==> src/pwm_timer_pkg.sv <==
// Purpose: Constants for the 8-bit PWM down-counting timer.
// Assumes: Core bus is an 8-bit memory-mapped data space.
// Notes:   Register addresses follow the data space map.
// Operation
// Run bit 4 starts and stops counting
// Count decrements once per prescaled tick
// Prescale field divides by 1, 2, 4, 8
// Count 0x00 to next tick is underflow
// Underflow reloads count from reload register
// Underflow sets pending flag at bit 3
// Toggle enable bit 5 inverts output on underflow
// Output shares port pin two with port data
// Interrupt needs enable bit and global enable
// Interrupt requested when pending flag newly sets
// Reset loads count 0xff, reload 0x00
// Interrupts coincide with both output edges
// Software clears flag and rewrites reload value
// Software makes pin two an output first
// Software sets start level, periods, then run
// Software clears flag before enabling interrupt
// Control bits 7 and 6 are reserved
// Stopped timer holds count, no flag, no toggle
// Clearing flag loses to same-cycle underflow
package pwm_timer_pkg;

  // Register addresses in the data space
  localparam logic [7:0] RELOAD_ADDR  = 8'haa;
  localparam logic [7:0] COUNT_ADDR   = 8'hac;
  localparam logic [7:0] CONTROL_ADDR = 8'hae;

  // Control register field positions
  localparam int PSC_LO_BIT  = 0;
  localparam int PSC_HI_BIT  = 1;
  localparam int IRQ_EN_BIT  = 2;
  localparam int PEND_BIT    = 3;
  localparam int RUN_BIT     = 4;
  localparam int TOGGLE_BIT  = 5;

  // Reset values
  localparam logic [7:0] COUNT_RESET   = 8'hff;
  localparam logic [7:0] RELOAD_RESET  = 8'h00;
  localparam logic [5:0] CONTROL_RESET = 6'h00;

  // Count value that underflows on the next tick
  localparam logic [7:0] COUNT_BOTTOM = 8'h00;

  // Prescaler divider width (divide by up to 8)
  localparam int PSC_WIDTH = 3;

  // Pin two position in the port registers
  localparam int PIN_TWO = 2;

endpackage : pwm_timer_pkg

==> src/pwm_prescaler.sv <==
// Purpose: Tick enable generator dividing the clock by 1, 2, 4 or 8.
// Assumes: Runs on ref_clk; held in step while the timer is stopped.
// Notes:   Emits a one-cycle tick pulse.
`timescale 1ns/1ps
`default_nettype none

module pwm_prescaler
(
  // Clock and reset
  input  wire logic       ref_clk,
  input  wire logic       reset,
  // Control
  input  wire logic       enable,
  input  wire logic [1:0] prescale_select,
  // Tick out
  output logic            tick
);

  logic [pwm_timer_pkg::PSC_WIDTH-1:0] div_q;
  logic [pwm_timer_pkg::PSC_WIDTH-1:0] mask;

  // Mask picks 1, 2, 4 or 8 cycles per tick
  always_comb
  begin
    case (prescale_select)
      2'h0:    mask = 3'h0;
      2'h1:    mask = 3'h1;
      2'h2:    mask = 3'h3;
      default: mask = 3'h7;
    endcase
  end

  // Free counter, cleared while stopped
  always_ff @(posedge ref_clk)
  begin
    if (reset || !enable)
      div_q <= 3'h0;
    else
      div_q <= div_q + 3'h1;
  end

  assign tick = enable && ((div_q & mask) == mask);
endmodule : pwm_prescaler
`default_nettype wire

==> src/pwm_down_counter_timer.sv <==
// Purpose: 8-bit down-counting PWM timer with auto-reload.
// Assumes: Core bus access is synchronous, one write per cycle.
// Notes:   Port pin two selects timer output when toggling is on.
`timescale 1ns/1ps
`default_nettype none

module pwm_down_counter_timer
(
  // Clock and reset
  input  wire logic       ref_clk,
  input  wire logic       reset,
  // Core data bus
  input  wire logic [7:0] bus_addr,
  input  wire logic [7:0] bus_wdata,
  input  wire logic       bus_write,
  input  wire logic       bus_read,
  output logic      [7:0] bus_rdata,
  // Core status
  input  wire logic       global_irq_enable,
  // Port pin two register bits
  input  wire logic       port_direction_two,
  input  wire logic       port_data_two,
  // Pin and interrupt
  output logic            output_pin_two,
  output logic            output_pin_two_oe_n,
  output logic            underflow_interrupt
);

  logic [7:0] count_q;
  logic [7:0] reload_q;
  logic [1:0] prescale_select_q;
  logic       underflow_irq_enable_q;
  logic       underflow_pending_flag_q;
  logic       run_bit_q;
  logic       toggle_enable_bit_q;
  logic       pwm_output_q;
  logic       out_valid_q;
  logic       tick;
  logic       underflow;
  logic       wr_count;
  logic       wr_reload;
  logic       wr_ctrl;
  logic [7:0] ctrl_view;

  // Address decode
  always_comb
  begin
    wr_count  = 1'b0;
    wr_reload = 1'b0;
    wr_ctrl   = 1'b0;
    if (bus_write && bus_addr == pwm_timer_pkg::COUNT_ADDR)
      wr_count = 1'b1;
    else if (bus_write && bus_addr == pwm_timer_pkg::RELOAD_ADDR)
      wr_reload = 1'b1;
    else if (bus_write && bus_addr == pwm_timer_pkg::CONTROL_ADDR)
      wr_ctrl = 1'b1;
  end

  // Prescaled tick source
  pwm_prescaler u_prescaler
  (
    .ref_clk         (ref_clk),
    .reset           (reset),
    .enable          (run_bit_q),
    .prescale_select (prescale_select_q),
    .tick            (tick)
  );

  // Underflow when a tick finds the count at zero
  assign underflow = tick && (count_q == pwm_timer_pkg::COUNT_BOTTOM);

  // Count register: write, reload on underflow, or decrement
  always_ff @(posedge ref_clk)
  begin
    if (reset)
      count_q <= pwm_timer_pkg::COUNT_RESET;
    else if (wr_count)
      count_q <= bus_wdata;
    else if (underflow)
      count_q <= reload_q;
    else if (tick)
      count_q <= count_q - 8'h01;
  end

  // Auto-reload register
  always_ff @(posedge ref_clk)
  begin
    if (reset)
      reload_q <= pwm_timer_pkg::RELOAD_RESET;
    else if (wr_reload)
      reload_q <= bus_wdata;
  end

  // Control fields; bits 7 and 6 are not stored
  always_ff @(posedge ref_clk)
  begin
    if (reset)
    begin
      prescale_select_q      <= pwm_timer_pkg::CONTROL_RESET[1:0];
      underflow_irq_enable_q <=
        pwm_timer_pkg::CONTROL_RESET[pwm_timer_pkg::IRQ_EN_BIT];
      run_bit_q              <=
        pwm_timer_pkg::CONTROL_RESET[pwm_timer_pkg::RUN_BIT];
      toggle_enable_bit_q    <=
        pwm_timer_pkg::CONTROL_RESET[pwm_timer_pkg::TOGGLE_BIT];
    end
    else if (wr_ctrl)
    begin
      prescale_select_q      <= bus_wdata[pwm_timer_pkg::PSC_HI_BIT:
                                          pwm_timer_pkg::PSC_LO_BIT];
      underflow_irq_enable_q <= bus_wdata[pwm_timer_pkg::IRQ_EN_BIT];
      run_bit_q              <= bus_wdata[pwm_timer_pkg::RUN_BIT];
      toggle_enable_bit_q    <= bus_wdata[pwm_timer_pkg::TOGGLE_BIT];
    end
  end

  // Pending flag: underflow sets, a written zero clears, set wins
  always_ff @(posedge ref_clk)
  begin
    if (reset)
      underflow_pending_flag_q <=
        pwm_timer_pkg::CONTROL_RESET[pwm_timer_pkg::PEND_BIT];
    else if (underflow)
      underflow_pending_flag_q <= 1'b1;
    else if (wr_ctrl)
      underflow_pending_flag_q <= bus_wdata[pwm_timer_pkg::PEND_BIT];
  end

  // Output latch: loads from port data while toggling is off
  always_ff @(posedge ref_clk)
  begin
    if (reset)
    begin
      pwm_output_q <= 1'b0;
      out_valid_q  <= 1'b0;
    end
    else if (underflow && toggle_enable_bit_q)
    begin
      // Later toggles invert, the first inverts the start level
      pwm_output_q <= out_valid_q ? ~pwm_output_q :
                                    ~port_data_two;
      out_valid_q  <= 1'b1;
    end
    else if (!toggle_enable_bit_q)
    begin
      pwm_output_q <= port_data_two; // Start level tracks port data
      out_valid_q  <= 1'b0;
    end
  end

  // Pin two mux with general-purpose data; direction from port
  assign output_pin_two      = toggle_enable_bit_q ?
                               (out_valid_q ? pwm_output_q : port_data_two) :
                               port_data_two;
  assign output_pin_two_oe_n = ~port_direction_two;

  // Interrupt: pending flag gated by local and global enables
  assign underflow_interrupt = underflow_pending_flag_q &&
                               underflow_irq_enable_q &&
                               global_irq_enable;

  // Control register read view, reserved bits zero
  always_comb
  begin
    ctrl_view = 8'h00;
    ctrl_view[pwm_timer_pkg::PSC_HI_BIT:pwm_timer_pkg::PSC_LO_BIT] =
      prescale_select_q;
    ctrl_view[pwm_timer_pkg::IRQ_EN_BIT] = underflow_irq_enable_q;
    ctrl_view[pwm_timer_pkg::PEND_BIT]   = underflow_pending_flag_q;
    ctrl_view[pwm_timer_pkg::RUN_BIT]    = run_bit_q;
    ctrl_view[pwm_timer_pkg::TOGGLE_BIT] = toggle_enable_bit_q;
  end

  // Registered read data
  always_ff @(posedge ref_clk)
  begin
    if (reset)
      bus_rdata <= 8'h00;
    else if (bus_read && bus_addr == pwm_timer_pkg::COUNT_ADDR)
      bus_rdata <= count_q;
    else if (bus_read && bus_addr == pwm_timer_pkg::RELOAD_ADDR)
      bus_rdata <= reload_q;
    else if (bus_read && bus_addr == pwm_timer_pkg::CONTROL_ADDR)
      bus_rdata <= ctrl_view;
    else if (bus_read)
      bus_rdata <= 8'h00;
  end
endmodule : pwm_down_counter_timer
`default_nettype wire

==> config.mk <==
export PLATFORM = sky130hd
export DESIGN_NAME = pwm_down_counter_timer
export DESIGN_NICKNAME = d
export VERILOG_FILES = /design/src/pwm_timer_pkg.sv /design/src/pwm_prescaler.sv /design/src/pwm_down_counter_timer.sv
export SDC_FILE = /design/constraint.sdc
export NUM_CORES = 1
export LEC_CHECK = 0
export BUFFER_PORTS_ARGS = -buffer_cell sky130_fd_sc_hd__buf_2
export CORE_MARGIN = 2
export CORE_UTILIZATION = 59
export CTS_CLUSTER_DIAMETER = 120
export DETAILED_ROUTE_END_ITERATION = 10
export PLACE_DENSITY = 0.9
export SLEW_MARGIN = 30
export SYNTH_ARGS = -nofsm -noshare
export SYNTH_HDL_FRONTEND = slang
export SYNTH_SLANG_ARGS = --single-unit
==> constraint.sdc <==
create_clock -name ref_clk -period 4.9 [get_ports ref_clk]
set_input_delay 0.98 -clock ref_clk [delete_from_list [all_inputs] [get_ports ref_clk]]
set_output_delay 0.98 -clock ref_clk [all_outputs]
set_load 0.02 [all_outputs]
* Word level (Yosys, flattened, before mapping)
Index checks and enable logic that the tools add are counted.
** Cells by class
- Add/sub/neg operators :: 2
- Equal/unequal tests :: 7
- Muxes and demuxes :: 23
- Bitwise operators :: 4
- Reductions and logical operators :: 18
** Operators by type and width (count)
- 8-bit two-way mux :: 7
- 8-bit == test, second input constant :: 3
- 1-bit two-way mux :: 15
- 1-bit logical AND :: 11
- 3-bit one-hot mux with 3 select lines :: 1
- 8-bit zero test :: 1
- 8-bit by 1-bit subtractor with 8-bit output, second input constant :: 1
- 4-bit nonzero test :: 1
- 3-bit by 1-bit adder with 3-bit output, second input constant :: 1
- 3-bit bitwise AND :: 1
- 3-bit == test :: 1
- 1-bit NOT :: 3
- 3-bit nonzero test :: 1
- 2-bit by 1-bit == test with 1-bit output, second input constant :: 1
- 2-bit == test, second input constant :: 1
- 2-bit zero test :: 1
- 2-bit by 1-bit != test with 1-bit output, second input constant :: 1
- 2-bit nonzero test :: 1
- 1-bit zero test :: 1
- 1-bit logical OR :: 1
** Storage, ports and cells
- Register bits :: 35
- Output and inout port bits :: 11
- Logic and storage cells :: 65

* Longest topological paths before layout
Gate-level depths: netlist of run 1.
- Depth in word-level cells :: 8
- Depth in mapped cells :: 8
- Depth with buffers taken out :: 7

* Hierarchy
Synthesis of run 1 repeated with hierarchy kept, for this count alone.
** Unflattened totals
- Cell total of the unflattened synthesis :: 218
- Area total of the unflattened synthesis :: 1800.5 µm²
** By module, submodules not included
- pwm_down_counter_timer :: instances 1, cells an instance 203, area an instance 1675.4 µm²
- pwm_prescaler :: instances 1, cells an instance 15, area an instance 125.1 µm²

* Least setup slack after synthesis of run 1
Ideal clock, no wire load.
- Path kind :: input to output
- Start :: input port port_data_two
- End :: output port output_pin_two
- Arrival time :: 1.285 ns
- Data required time :: 3.920 ns
- Setup slack :: 2.635 ns
- Cell stages on the path :: 1
- Path buffers :: 0
- Path through :: mux2_2
** On the way
- Cells in the longest elaborated chain, start to end :: 2
** Ends and longest elaborated chain
- start, declared :: line pwm_down_counter_timer.sv:22 : input wire logic port_data_two,
- 1-bit two-way mux :: line pwm_down_counter_timer.sv:153 : (out_valid_q ? pwm_output_q : port_data_two) :
- 1-bit two-way mux (*) :: line pwm_down_counter_timer.sv:152 : assign output_pin_two = toggle_enable_bit_q ?
- end, declared :: line pwm_down_counter_timer.sv:24 : output logic output_pin_two,
Mark *: on every way between the ends. The rest lies on a longest branch, timed or not.

* Worst setup path in the final report of run 1
Ends and elaborated chain as after synthesis.

==> summary.md, run 1 <==
| Metric | Value |
|---|---|
| Status | complete, no violations |
| DR WL/cell | 15.0 um |
| Hpwl dp | 3.00 mm |
| Clk root buf | clkbuf_4 |
| Die area | 3590 um2 |
| Top FF cell, synth | dfxtp_1 |
| PostCTS Resize Cnt | 0 |
| Startpoint types | input pin |
| Crit path required time | 3920 ps |
| Die extent in y | 59.9 um |
| CTS Sinks | 35 |
| Setup Fix Bufs, Post-CTS | 0 |
| Post-route ant nets | 0 |
| Synth unique cells | 46 |
| Cells after Synth | 218 |
| CP arrival | 1510 ps |
| Die Width | 59.9 um |
| Fin crit share | 50.8% |
| Synth top area cells | dfxtp_1, mux2i_1, nor2_1, nand2_1, a21oi_1 |
| Mapped cell area | 1850 um2 |
| Most frequent cells in the layout | dfxtp_1, buf_2, nor2_1 |
| ANT cells | 0 |
| Initial core utilization | 61.5% |
| Final setup skew | 6.85 ps |
| Setup-failing EPs final | 0 |
| Rel. slew slack | 54.9% |
| Most common cell after layout, fill and taps aside | dfxtp_1 |
| Crit-path slowest cell | mux2_2 |
| Area grow syn2layout | 12.2% |
| Clock Pin Slew Worst Setup and Hold Paths | 100 ps |
| IO Pins | 34 |
| Number of fill cells in the layout | 253 |
| Layout cells sized above 1 | 18.9% |
| Largest net degree at the start of global routing | 39 |
| Clk buf depth | 2 |
| Total negative slack | 0 ps |
| CP Class | in2out |
| Lkg Pwr | 0.986 nW |
| Num CTS Buffers | 5 |
| Area leader, netlist | dfxtp_1 |
| Vias/cell | 6.10 |
| Net Switching | 117 uW |
| # hold bufs at CTS | 0 |
| Post-synth EDFFs | 0 |
| Flop and latch count out of synthesis | 35 |
| Hold Crit Class | reg2reg |
| I/O Buffers | 33 |
| Drt drc | 0 |
| Initial antenna violation count | 0 |
| First-pass GRT wire length | 6.78 mm |
| Top delay family on crit path | buffers and inverters |
| Switching portion of total power | 23.4% |
| Worst Setup End Kind | output port |
| Max Freq | 402 MHz |
| Crit-path cells | buf_2 > mux2_2 > buf_2 |
| Nets@finish | 274 |
| Synth top area share | 38.0% |
| Final worst path period need | 2490 ps |
| CP bufs+invs | 2 |
| Mapped Nets | 244 |
| H-tree levels | 2 |
| Internal cell power | 383 uW |
| Fin. Hold Viols | 0 |
| Most used cell, CP | buf_2 |
| Least-Margin Pin Slew | 674 ps |
| Reg power frac | 57.1% |
| Standard-cell rows | 20 |
| Slowest Stage Delay on Critical Path | 250 ps |
| Routability cong. | 0.886 |
| Peak supply drop | 0.000224 V |
| GRT Overall Usage | 25.4% |
| Maxcap violations | 0 |
| CTS tree | built |
| Synth warn | 0 |
| Overall power | 500 uW |
| Via count | 1720 |
| Hold WS | 458 ps |
| Combinational power share | 6.9% |
| Vias in the first global route | 1476 |
| GR Overflow Total | 0 |
| Core Region | 3000 um2 |
| Register area share after synthesis | 38.0% |
| Unrepaired setup endpoints after global routing | no |
| Power density over the cells | 242 nW/um2 |
| Post-synth ARST share | 0% |
| DRT iter0 DRCs | 74 |
| Critical path fanouts, max | 4 |
| Slew Viols, Final | 0 |
| Synth Area per Inst | 8.47 um2 |
| Drt first pass iters | 4 |
| Post-layout util | 69.0% |
| Final WL | 4.24 mm |
| Worst skew pair latency | 350 ps |
| Clock network power share | 36.0% |
-- per-layer routing --
metal / global-route usage [%] / share of wire, %
met5: 0 / 0
met2: 40.7 / 47
met3: 6.49 / 7.1
met1: 32.3 / 44
met4: 10.8 / 2.1
-- state kept, by name (all words and copies together), names as in the netlist, 2 cells and up --
signal / count
bus_rdata: 8
prescale_select_q: 2
u_prescaler.div_q: 3
reload_q: 8
count_q: 8
-- layout make-up --
type	instances	area (um2)	area share (%)
Clock buffer	8	68.8	3.32
Inverter	9	33.8	1.63
Multi-Input combinational cell	164	1060	51.2
Sequential cell	35	701	33.8
Tap cell	33	41.3	1.99
Timing Repair Buffer	33	165	7.98
-- stage by stage --
stage          worst slack, ps  cell area, um2  instances
2_1_floorplan             2630            1850        218
4_1_cts                   2410            2070        282
6_report                  2410            2070        282
3_5_place_dp              2260            2000        274
5_1_grt                   2400            2070        282
3_3_place_gp              2340            2000        274
-- path summary, 6_finish.rpt --
kind         depth (start not counted)          start  slack [ps]        endpoint
min reg2reg                          2   bus_rdata[1]         460    bus_rdata[1]
max                                  3  port_data_two        2410  output_pin_two
max reg2reg                          6     count_q[0]        2910    pwm_output_q
min                                  2   bus_rdata[1]         460    bus_rdata[1]
-- power by group through the flow --
| stage | logic (mW) | clock network, mW | registers, mW |
|---|---|---|---|
| 2_1_floorplan | 0.0190 | 0 | 0.292 |
| 3_3_place_gp | 0.0335 | 0 | 0.292 |
| 3_5_place_dp | 0.0342 | 0 | 0.292 |
| 4_1_cts | 0.0342 | 0.187 | 0.286 |
| 5_1_grt | 0.0378 | 0.194 | 0.286 |
| 6_report | 0.0345 | 0.180 | 0.286 |
-- worst register-to-register path: stages, from the launching register on --
cell and delay [ps]:
dfxtp_1 380, inv_1 110, ha_1 170, nor4b_2 340
nand2_2 260, a2111o_1 400, a311oi_1 260
-- synthesized netlist by cell type, types with 4 or more instances --
library cell,count
nor2_1,25
o21ai_0,10
nand2b_1,5
nor3_1,8
nand2_1,19
inv_1,8
a21oi_1,13
nor2b_1,4
mux2i_1,17
clkbuf_1,5
dfxtp_1,35
buf_2,4
nand3_1,8
-- logic make-up (layout without fill, tap and decap cells) --
family | after synthesis | after routing | share of synthesized area, %
AND/OR/NAND/NOR | 85 | 85 | 23.4
AO/OA/AOI/OAI | 50 | 50 | 17.9
flip-flops | 35 | 35 | 38.0
multiplexers | 22 | 22 | 12.3
buffers and inverters | 19 | 50 | 4.54
XOR/XNOR | 4 | 4 | 1.90
adder cells (fa/ha/maj) | 3 | 3 | 2.03
No activity file was read; power rests on OpenSTA's default activity.
==> run 2: changes to the inputs <==
--- a/config.mk
+++ b/config.mk
@@ -7,10 +7,10 @@
 export LEC_CHECK = 0
 export BUFFER_PORTS_ARGS = -buffer_cell sky130_fd_sc_hd__buf_2
 export CORE_MARGIN = 2
-export CORE_UTILIZATION = 59
+export CORE_UTILIZATION = 55
 export CTS_CLUSTER_DIAMETER = 120
 export DETAILED_ROUTE_END_ITERATION = 10
-export PLACE_DENSITY = 0.9
+export PLACE_DENSITY = 0.85
 export SLEW_MARGIN = 30
 export SYNTH_ARGS = -nofsm -noshare
 export SYNTH_HDL_FRONTEND = slang
==> constraint.sdc (replaced) <==
create_clock -name ref_clk -period 2.37 [get_ports ref_clk]
set_input_delay 0.474 -clock ref_clk [delete_from_list [all_inputs] [get_ports ref_clk]]
set_output_delay 0.474 -clock ref_clk [all_outputs]
set_load 0.02 [all_outputs]
==> run 2 against run 1 <==
Routed wire length increased by 2.8%. Non-clock buffer count increased by 4. Clock skew increased by 1.2 ps. Count of clock-buffer cells in the layout decreased by 2. Clock power increased by 87%. Global-route usage decreased by 1.0 points. Critical endpoint is now pwm_output_q. Highest routed layer unchanged.
==> summary.md, run 2 (synthesis gave the netlist of run 1 again) <==
| Metric | Value |
|---|---|
| Number of fill cells in the layout | 298 |
| Num CTS Buffers | 5 |
| Worst Setup End Kind | flop |
| Nets@finish | 278 |
| H-tree levels | 2 |
| Largest regs | bus_rdata (8), count_q (8), reload_q (8) |
| Final worst path period need | 1870 ps |
| Area grow syn2layout | 14.0% |
| Initial core utilization | 56.2% |
| CP arrival | 2120 ps |
| Final setup skew | 8.01 ps |
| Most frequent cells in the layout | dfxtp_1, buf_2, nor2_1 |
| Fin. Hold Viols | 0 |
| CTS tree | built |
| Total negative slack | 0 ps |
| I/O Buffers | 33 |
| Pre-CTS WS | 296 ps |
| Fin crit share | 78.7% |
| M1 GR Usage | 33.1% |
| Layout cells sized above 1 | 20.2% |
| IO Pins | 34 |
| WHS Path Cells | 3 |
| GR Overflow Total | 0 |
| Crit-path cells | inv_1 > ha_1 > nor4b_2 > nand2_2 > a2111o_1 > a311oi_1 |
| Crit-path slowest cell | dfxtp_1 |
| Drt first pass iters | 4 |
| # hold bufs at CTS | 0 |
| Critical path fanouts, max | 5 |
| Die Width | 61.9 um |
| R2r worst-path depth | 6 |
| Startpoint types | flop |
| DR WL/cell | 14.6 um |
| Cell count along the critical path | 6 |
| Initial antenna violation count | 0 |
| Hold WS | 356 ps |
| Slew Viols, Final | 0 |
| Top Usage Layer GRT | met2 |
| First-pass GRT wire length | 6.66 mm |
| Power density over the cells | 476 nW/um2 |
| Die area | 3830 um2 |
| Max Freq | 536 MHz |
| Drt drc | 0 |
| Lkg Pwr | 1.00 nW |
| DRT iter0 DRCs | 101 |
| Setup Fix Bufs, Post-CTS | 0 |
| Standard-cell rows | 21 |
| Final Cell Area | 2100 um2 |
| GRT Overall Usage | 24.4% |
| Switching portion of total power | 24.5% |
| Met2 Usage GRT | 36.4% |
| Via count | 1698 |
| Combinational power share | 7.3% |
| Vias in the first global route | 1373 |
| Hold Crit Class | in2reg |
| Net Switching | 245 uW |
| Unrepaired setup endpoints after global routing | no |
| PostCTS Resize Cnt | 0 |
| Setup-failing EPs final | 0 |
| Routability cong. | 0.873 |
| Crit path required time | 2630 ps |
| Hpwl dp | 3.16 mm |
| CP Class | reg2reg |
| ANT cells | 0 |
| Maxcap violations | 0 |
| Largest net degree at the start of global routing | 39 |
| Peak supply drop | 0.000296 V |
| CP bufs+invs | 1 |
| Clk root buf | clkbuf_4 |
| Least-Margin Pin Slew | 650 ps |
| Clock Pin Slew Worst Setup and Hold Paths | 100 ps |
| Slowest Stage Delay on Critical Path | 390 ps |
| Clock network power share | 33.7% |
| Vias/cell | 5.70 |
| Core Region | 3280 um2 |
| Most common cell after layout, fill and taps aside | dfxtp_1 |
| Met3 usage | 6.83% |
| Die extent in y | 61.9 um |
| Rel. slew slack | 56.7% |
| Status | complete, no violations |
| Setup ws final | 504 ps |
| Reg power frac | 59.0% |
| Clk buf depth | 2 |
| Top delay family on crit path | compound AO/OA/AOI/OAI gates |
| CTS Sinks | 35 |
| Final WL | 4.36 mm |
| Post-route ant nets | 0 |
| Internal cell power | 756 uW |
| Post-DP Area | 2050 um2 |
| Worst skew pair latency | 350 ps |
==> run 2: cell types whose count changed in the layout (fill, tap and decap cells not counted) <==
| cell | before | now |
|---|---|---|
| clkbuf_8 | 2 | 1 |
| clkinv_2 | 0 | 1 |
| buf_4 | 0 | 4 |
| clkbuf_1 | 1 | 0 |
==> run 2: layer usage <==
layer / wire length (um) / up-vias
li1: - / 845
met1: 1990 / 788
met2: 1990 / 57
met3: 298 / 8
met4: 79 / 0
met5: 0 / -
==> run 2: cell type report <==
| cell class | count | area (um2) | share of cell area [%] |
|---|---|---|---|
| Timing Repair Buffer | 37 | 195 | 9.27 |
| Clock inverter | 1 | 5.00 | 0.238 |
| Multi-Input combinational cell | 164 | 1060 | 50.4 |
| Clock buffer | 6 | 51.3 | 2.44 |
| Tap cell | 46 | 57.6 | 2.73 |
| Inverter | 9 | 33.8 | 1.61 |
| Sequential cell | 35 | 701 | 33.3 |
==> run 2: worst register-to-register path, delay by kind of cell, from the launching register on <==
kind,cells,cell delay (ps)
compound gates,2,620
flops,1,390
fa+ha+maj,1,190
buf+inv,1,110
simple gates,2,470
==> run 2: path summary, 6_finish.rpt <==
| kind | from | end | slack (ps) |
|---|---|---|---|
| setup / recovery | count_q[0] | pwm_output_q | 500 |
| hold / removal | bus_wdata[6] | count_q[6] | 360 |
| setup reg to reg | count_q[0] | pwm_output_q | 500 |
| hold reg to reg | bus_rdata[6] | bus_rdata[6] | 460 |
==> run 2: through the flow <==
stage / util, % / instances / total power, mW
2_1_floorplan: - / 218 / 0.644
3_3_place_gp: 62.4 / 291 / 0.676
3_5_place_dp: 62.4 / 291 / 0.677
4_1_cts: 64.1 / 298 / 1.01
5_1_grt: 64.1 / 298 / 1.04
6_report: 64.1 / 298 / 1.00
==> run 2: power groups by stage <==
| stage | Combinational [mW] | Sequential (mW) | Clock (mW) |
|---|---|---|---|
| after floorplan | 0.0392 | 0.604 | 0 |
| after global placement | 0.0719 | 0.604 | 0 |
| after detailed placement | 0.0722 | 0.605 | 0 |
| after CTS | 0.0724 | 0.591 | 0.347 |
| after global routing | 0.0807 | 0.592 | 0.366 |
| final | 0.0731 | 0.591 | 0.337 |
==> run 3: changes to the inputs <==
--- a/config.mk
+++ b/config.mk
@@ -7,10 +7,10 @@
 export LEC_CHECK = 0
 export BUFFER_PORTS_ARGS = -buffer_cell sky130_fd_sc_hd__buf_2
 export CORE_MARGIN = 2
-export CORE_UTILIZATION = 55
+export CORE_UTILIZATION = 49
 export CTS_CLUSTER_DIAMETER = 120
 export DETAILED_ROUTE_END_ITERATION = 10
-export PLACE_DENSITY = 0.85
+export PLACE_DENSITY = 0.8
 export SLEW_MARGIN = 30
 export SYNTH_ARGS = -nofsm -noshare
 export SYNTH_HDL_FRONTEND = slang
==> constraint.sdc (replaced) <==
create_clock -name ref_clk -period 1.65 [get_ports ref_clk]
set_input_delay 0.33 -clock ref_clk [delete_from_list [all_inputs] [get_ports ref_clk]]
set_output_delay 0.33 -clock ref_clk [all_outputs]
set_load 0.02 [all_outputs]
==> run 3 against run 2 <==
Count of clock-buffer cells in the layout stayed put. Non-clock buffer count up 19. First-iteration DRC count decreased by 5.0%. Fmax rose by 20%.
==> summary.md, run 3 (synthesis gave the netlist of run 1 again) <==
| Metric | Value |
|---|---|
| Post-DP Area | 2180 um2 |
| Maxcap violations | 0 |
| Most frequent cells in the layout | dfxtp_1, buf_2, nor2_1 |
| Core Region | 3630 um2 |
| ANT cells | 0 |
| Hpwl dp | 3.35 mm |
| H-tree levels | 2 |
| CP arrival | 1720 ps |
| Crit path required time | 1820 ps |
| Unrepaired setup endpoints after global routing | yes |
| Largest regs | bus_rdata (8), count_q (8), reload_q (8) |
| Area grow syn2layout | 26.4% |
| Drt first pass iters | 4 |
| Slowest Stage Delay on Critical Path | 330 ps |
| Crit-path slowest cell | dfxtp_2 |
| Top delay family on crit path | compound AO/OA/AOI/OAI gates |
| GR Overflow Total | 0 |
| Vias/cell | 5.54 |
| Largest net degree at the start of global routing | 28 |
| IO Pins | 34 |
| CTS Sinks | 35 |
| Footprint of the multi-input gates | 1080 um2 |
| Standard-cell rows | 22 |
| Lkg Pwr | 1.13 nW |
| Slew Viols, Final | 0 |
| Rel. slew slack | 69.3% |
| First-pass GRT wire length | 7.60 mm |
| Overall power | 1.76 mW |
| Total negative slack | 0 ps |
| Status | complete, no violations |
| Clk root buf | clkbuf_8 |
| Die Width | 65.4 um |
| Nets@finish | 297 |
| Dpl cells | 310 |
| Worst Setup End Kind | flop |
| Post-route ant nets | 0 |
| Hold Crit Class | in2reg |
| Fin crit share | 93.9% |
| DR WL/cell | 14.3 um |
| Vias in the first global route | 1605 |
| Clk buf depth | 2 |
| Die area | 4270 um2 |
| Power density over the cells | 755 nW/um2 |
| Initial core utilization | 50.8% |
| Worst skew pair latency | 290 ps |
| Final worst path period need | 1550 ps |
| Fin. Hold Viols | 0 |
| I/O Buffers | 33 |
| Layout cells sized above 1 | 27.6% |
| Critical path fanouts, max | 13 |
| Setup-failing EPs final | 0 |
| Num CTS Buffers | 5 |
| Routability cong. | 0.892 |
| Most common cell after layout, fill and taps aside | dfxtp_1 |
| Max Freq | 645 MHz |
| Drt drc | 0 |
| GRT Overall Usage | 23.4% |
| DRT iter0 DRCs | 96 |
| Peak supply drop | 0.000638 V |
| CTS tree | built |
| Startpoint types | flop |
| Final WL | 4.58 mm |
| Number of fill cells in the layout | 333 |
| Sequential cell area | 702 um2 |
| CP Class | reg2reg |
| Initial antenna violation count | 0 |
| Least-Margin Pin Slew | 460 ps |
| Via count | 1772 |
| CP bufs+invs | 2 |
| Clock Pin Slew Worst Setup and Hold Paths | 70 ps |
| Die extent in y | 65.4 um |
| # hold bufs at CTS | 0 |
| Finished Layout Cells | 320 |
| Crit-path cells | inv_1 > ha_2 > nor4b_4 > nand2_2 > buf_6 > a2bb2oi_1 > o21ai_0 > o21ai_1 |
| Hold WS | 280 ps |
| Final Cell Area | 2330 um2 |
| Final setup skew | 5.07 ps |
[run 3: cell types whose count changed in the layout (fill, tap and decap cells not counted), sizes merged]
cell	before	now
buf	37	56
bufinv	0	1
[run 3: final cells by class]
type	count	share of cell area (%)
multi-input combinational	164	46.2
sequential	35	30.1
timing repair buffer	56	14.6
clock buffer	6	3.54
tap	48	2.58
clock inverter	2	1.50
inverter	9	1.45
[run 3: where the power goes]
| group | internal (mW) | switching (mW) | total (mW) |
|---|---|---|---|
| combinational | 0.0479 | 0.0672 | 0.115 |
| clock | 0.489 | 0.308 | 0.796 |
| sequential | 0.847 | 0.00219 | 0.849 |
[run 3: worst paths after layout]
check | startpoint | end | slack (ps) | cells past startpoint
max | count_q[1] | count_q[2] | 100 | 8
min | bus_wdata[6] | count_q[6] | 280 | 3
max reg2reg | count_q[1] | count_q[2] | 100 | 8
min reg2reg | bus_rdata[7] | bus_rdata[7] | 460 | 2
[run 3: per-layer routing]
layer  part of all wire, %  global-route usage, %  vias to the layer above
met4                   1.9                   8.59                        0
met1                    47                   31.9                      828
met5                     0                      0                        -
met3                   5.5                   5.82                        8
li1                      -                      -                      888
met2                    46                   35.8                       48
[run 3: worst reg2reg max path, cell delays in order (launching register included)]
cell,delay (ps)
dfxtp_2,330
inv_1,80
ha_2,190
nor4b_4,230
nand2_2,100
buf_6,160
a2bb2oi_1,130
o21ai_0,160
o21ai_1,70
[run 3: what timing repair did]
item,in CTS,in global routing
gates resized for setup,1,5
buffers inserted,0,2
setup endpoints to repair,1,6
pin swaps,0,5
endpoints found under the hold margin,0,0
[run 3: stage by stage]
| step | worst slack [ps] | util (%) |
|---|---|---|
| after floorplan | 48.1 | - |
| after global placement | 38.0 | 60.0 |
| after global routing | -16.0 | 64.2 |
| after CTS | 31.6 | 63.4 |
| final | 101 | 64.2 |
| after detailed placement | 7.59 | 60.0 |
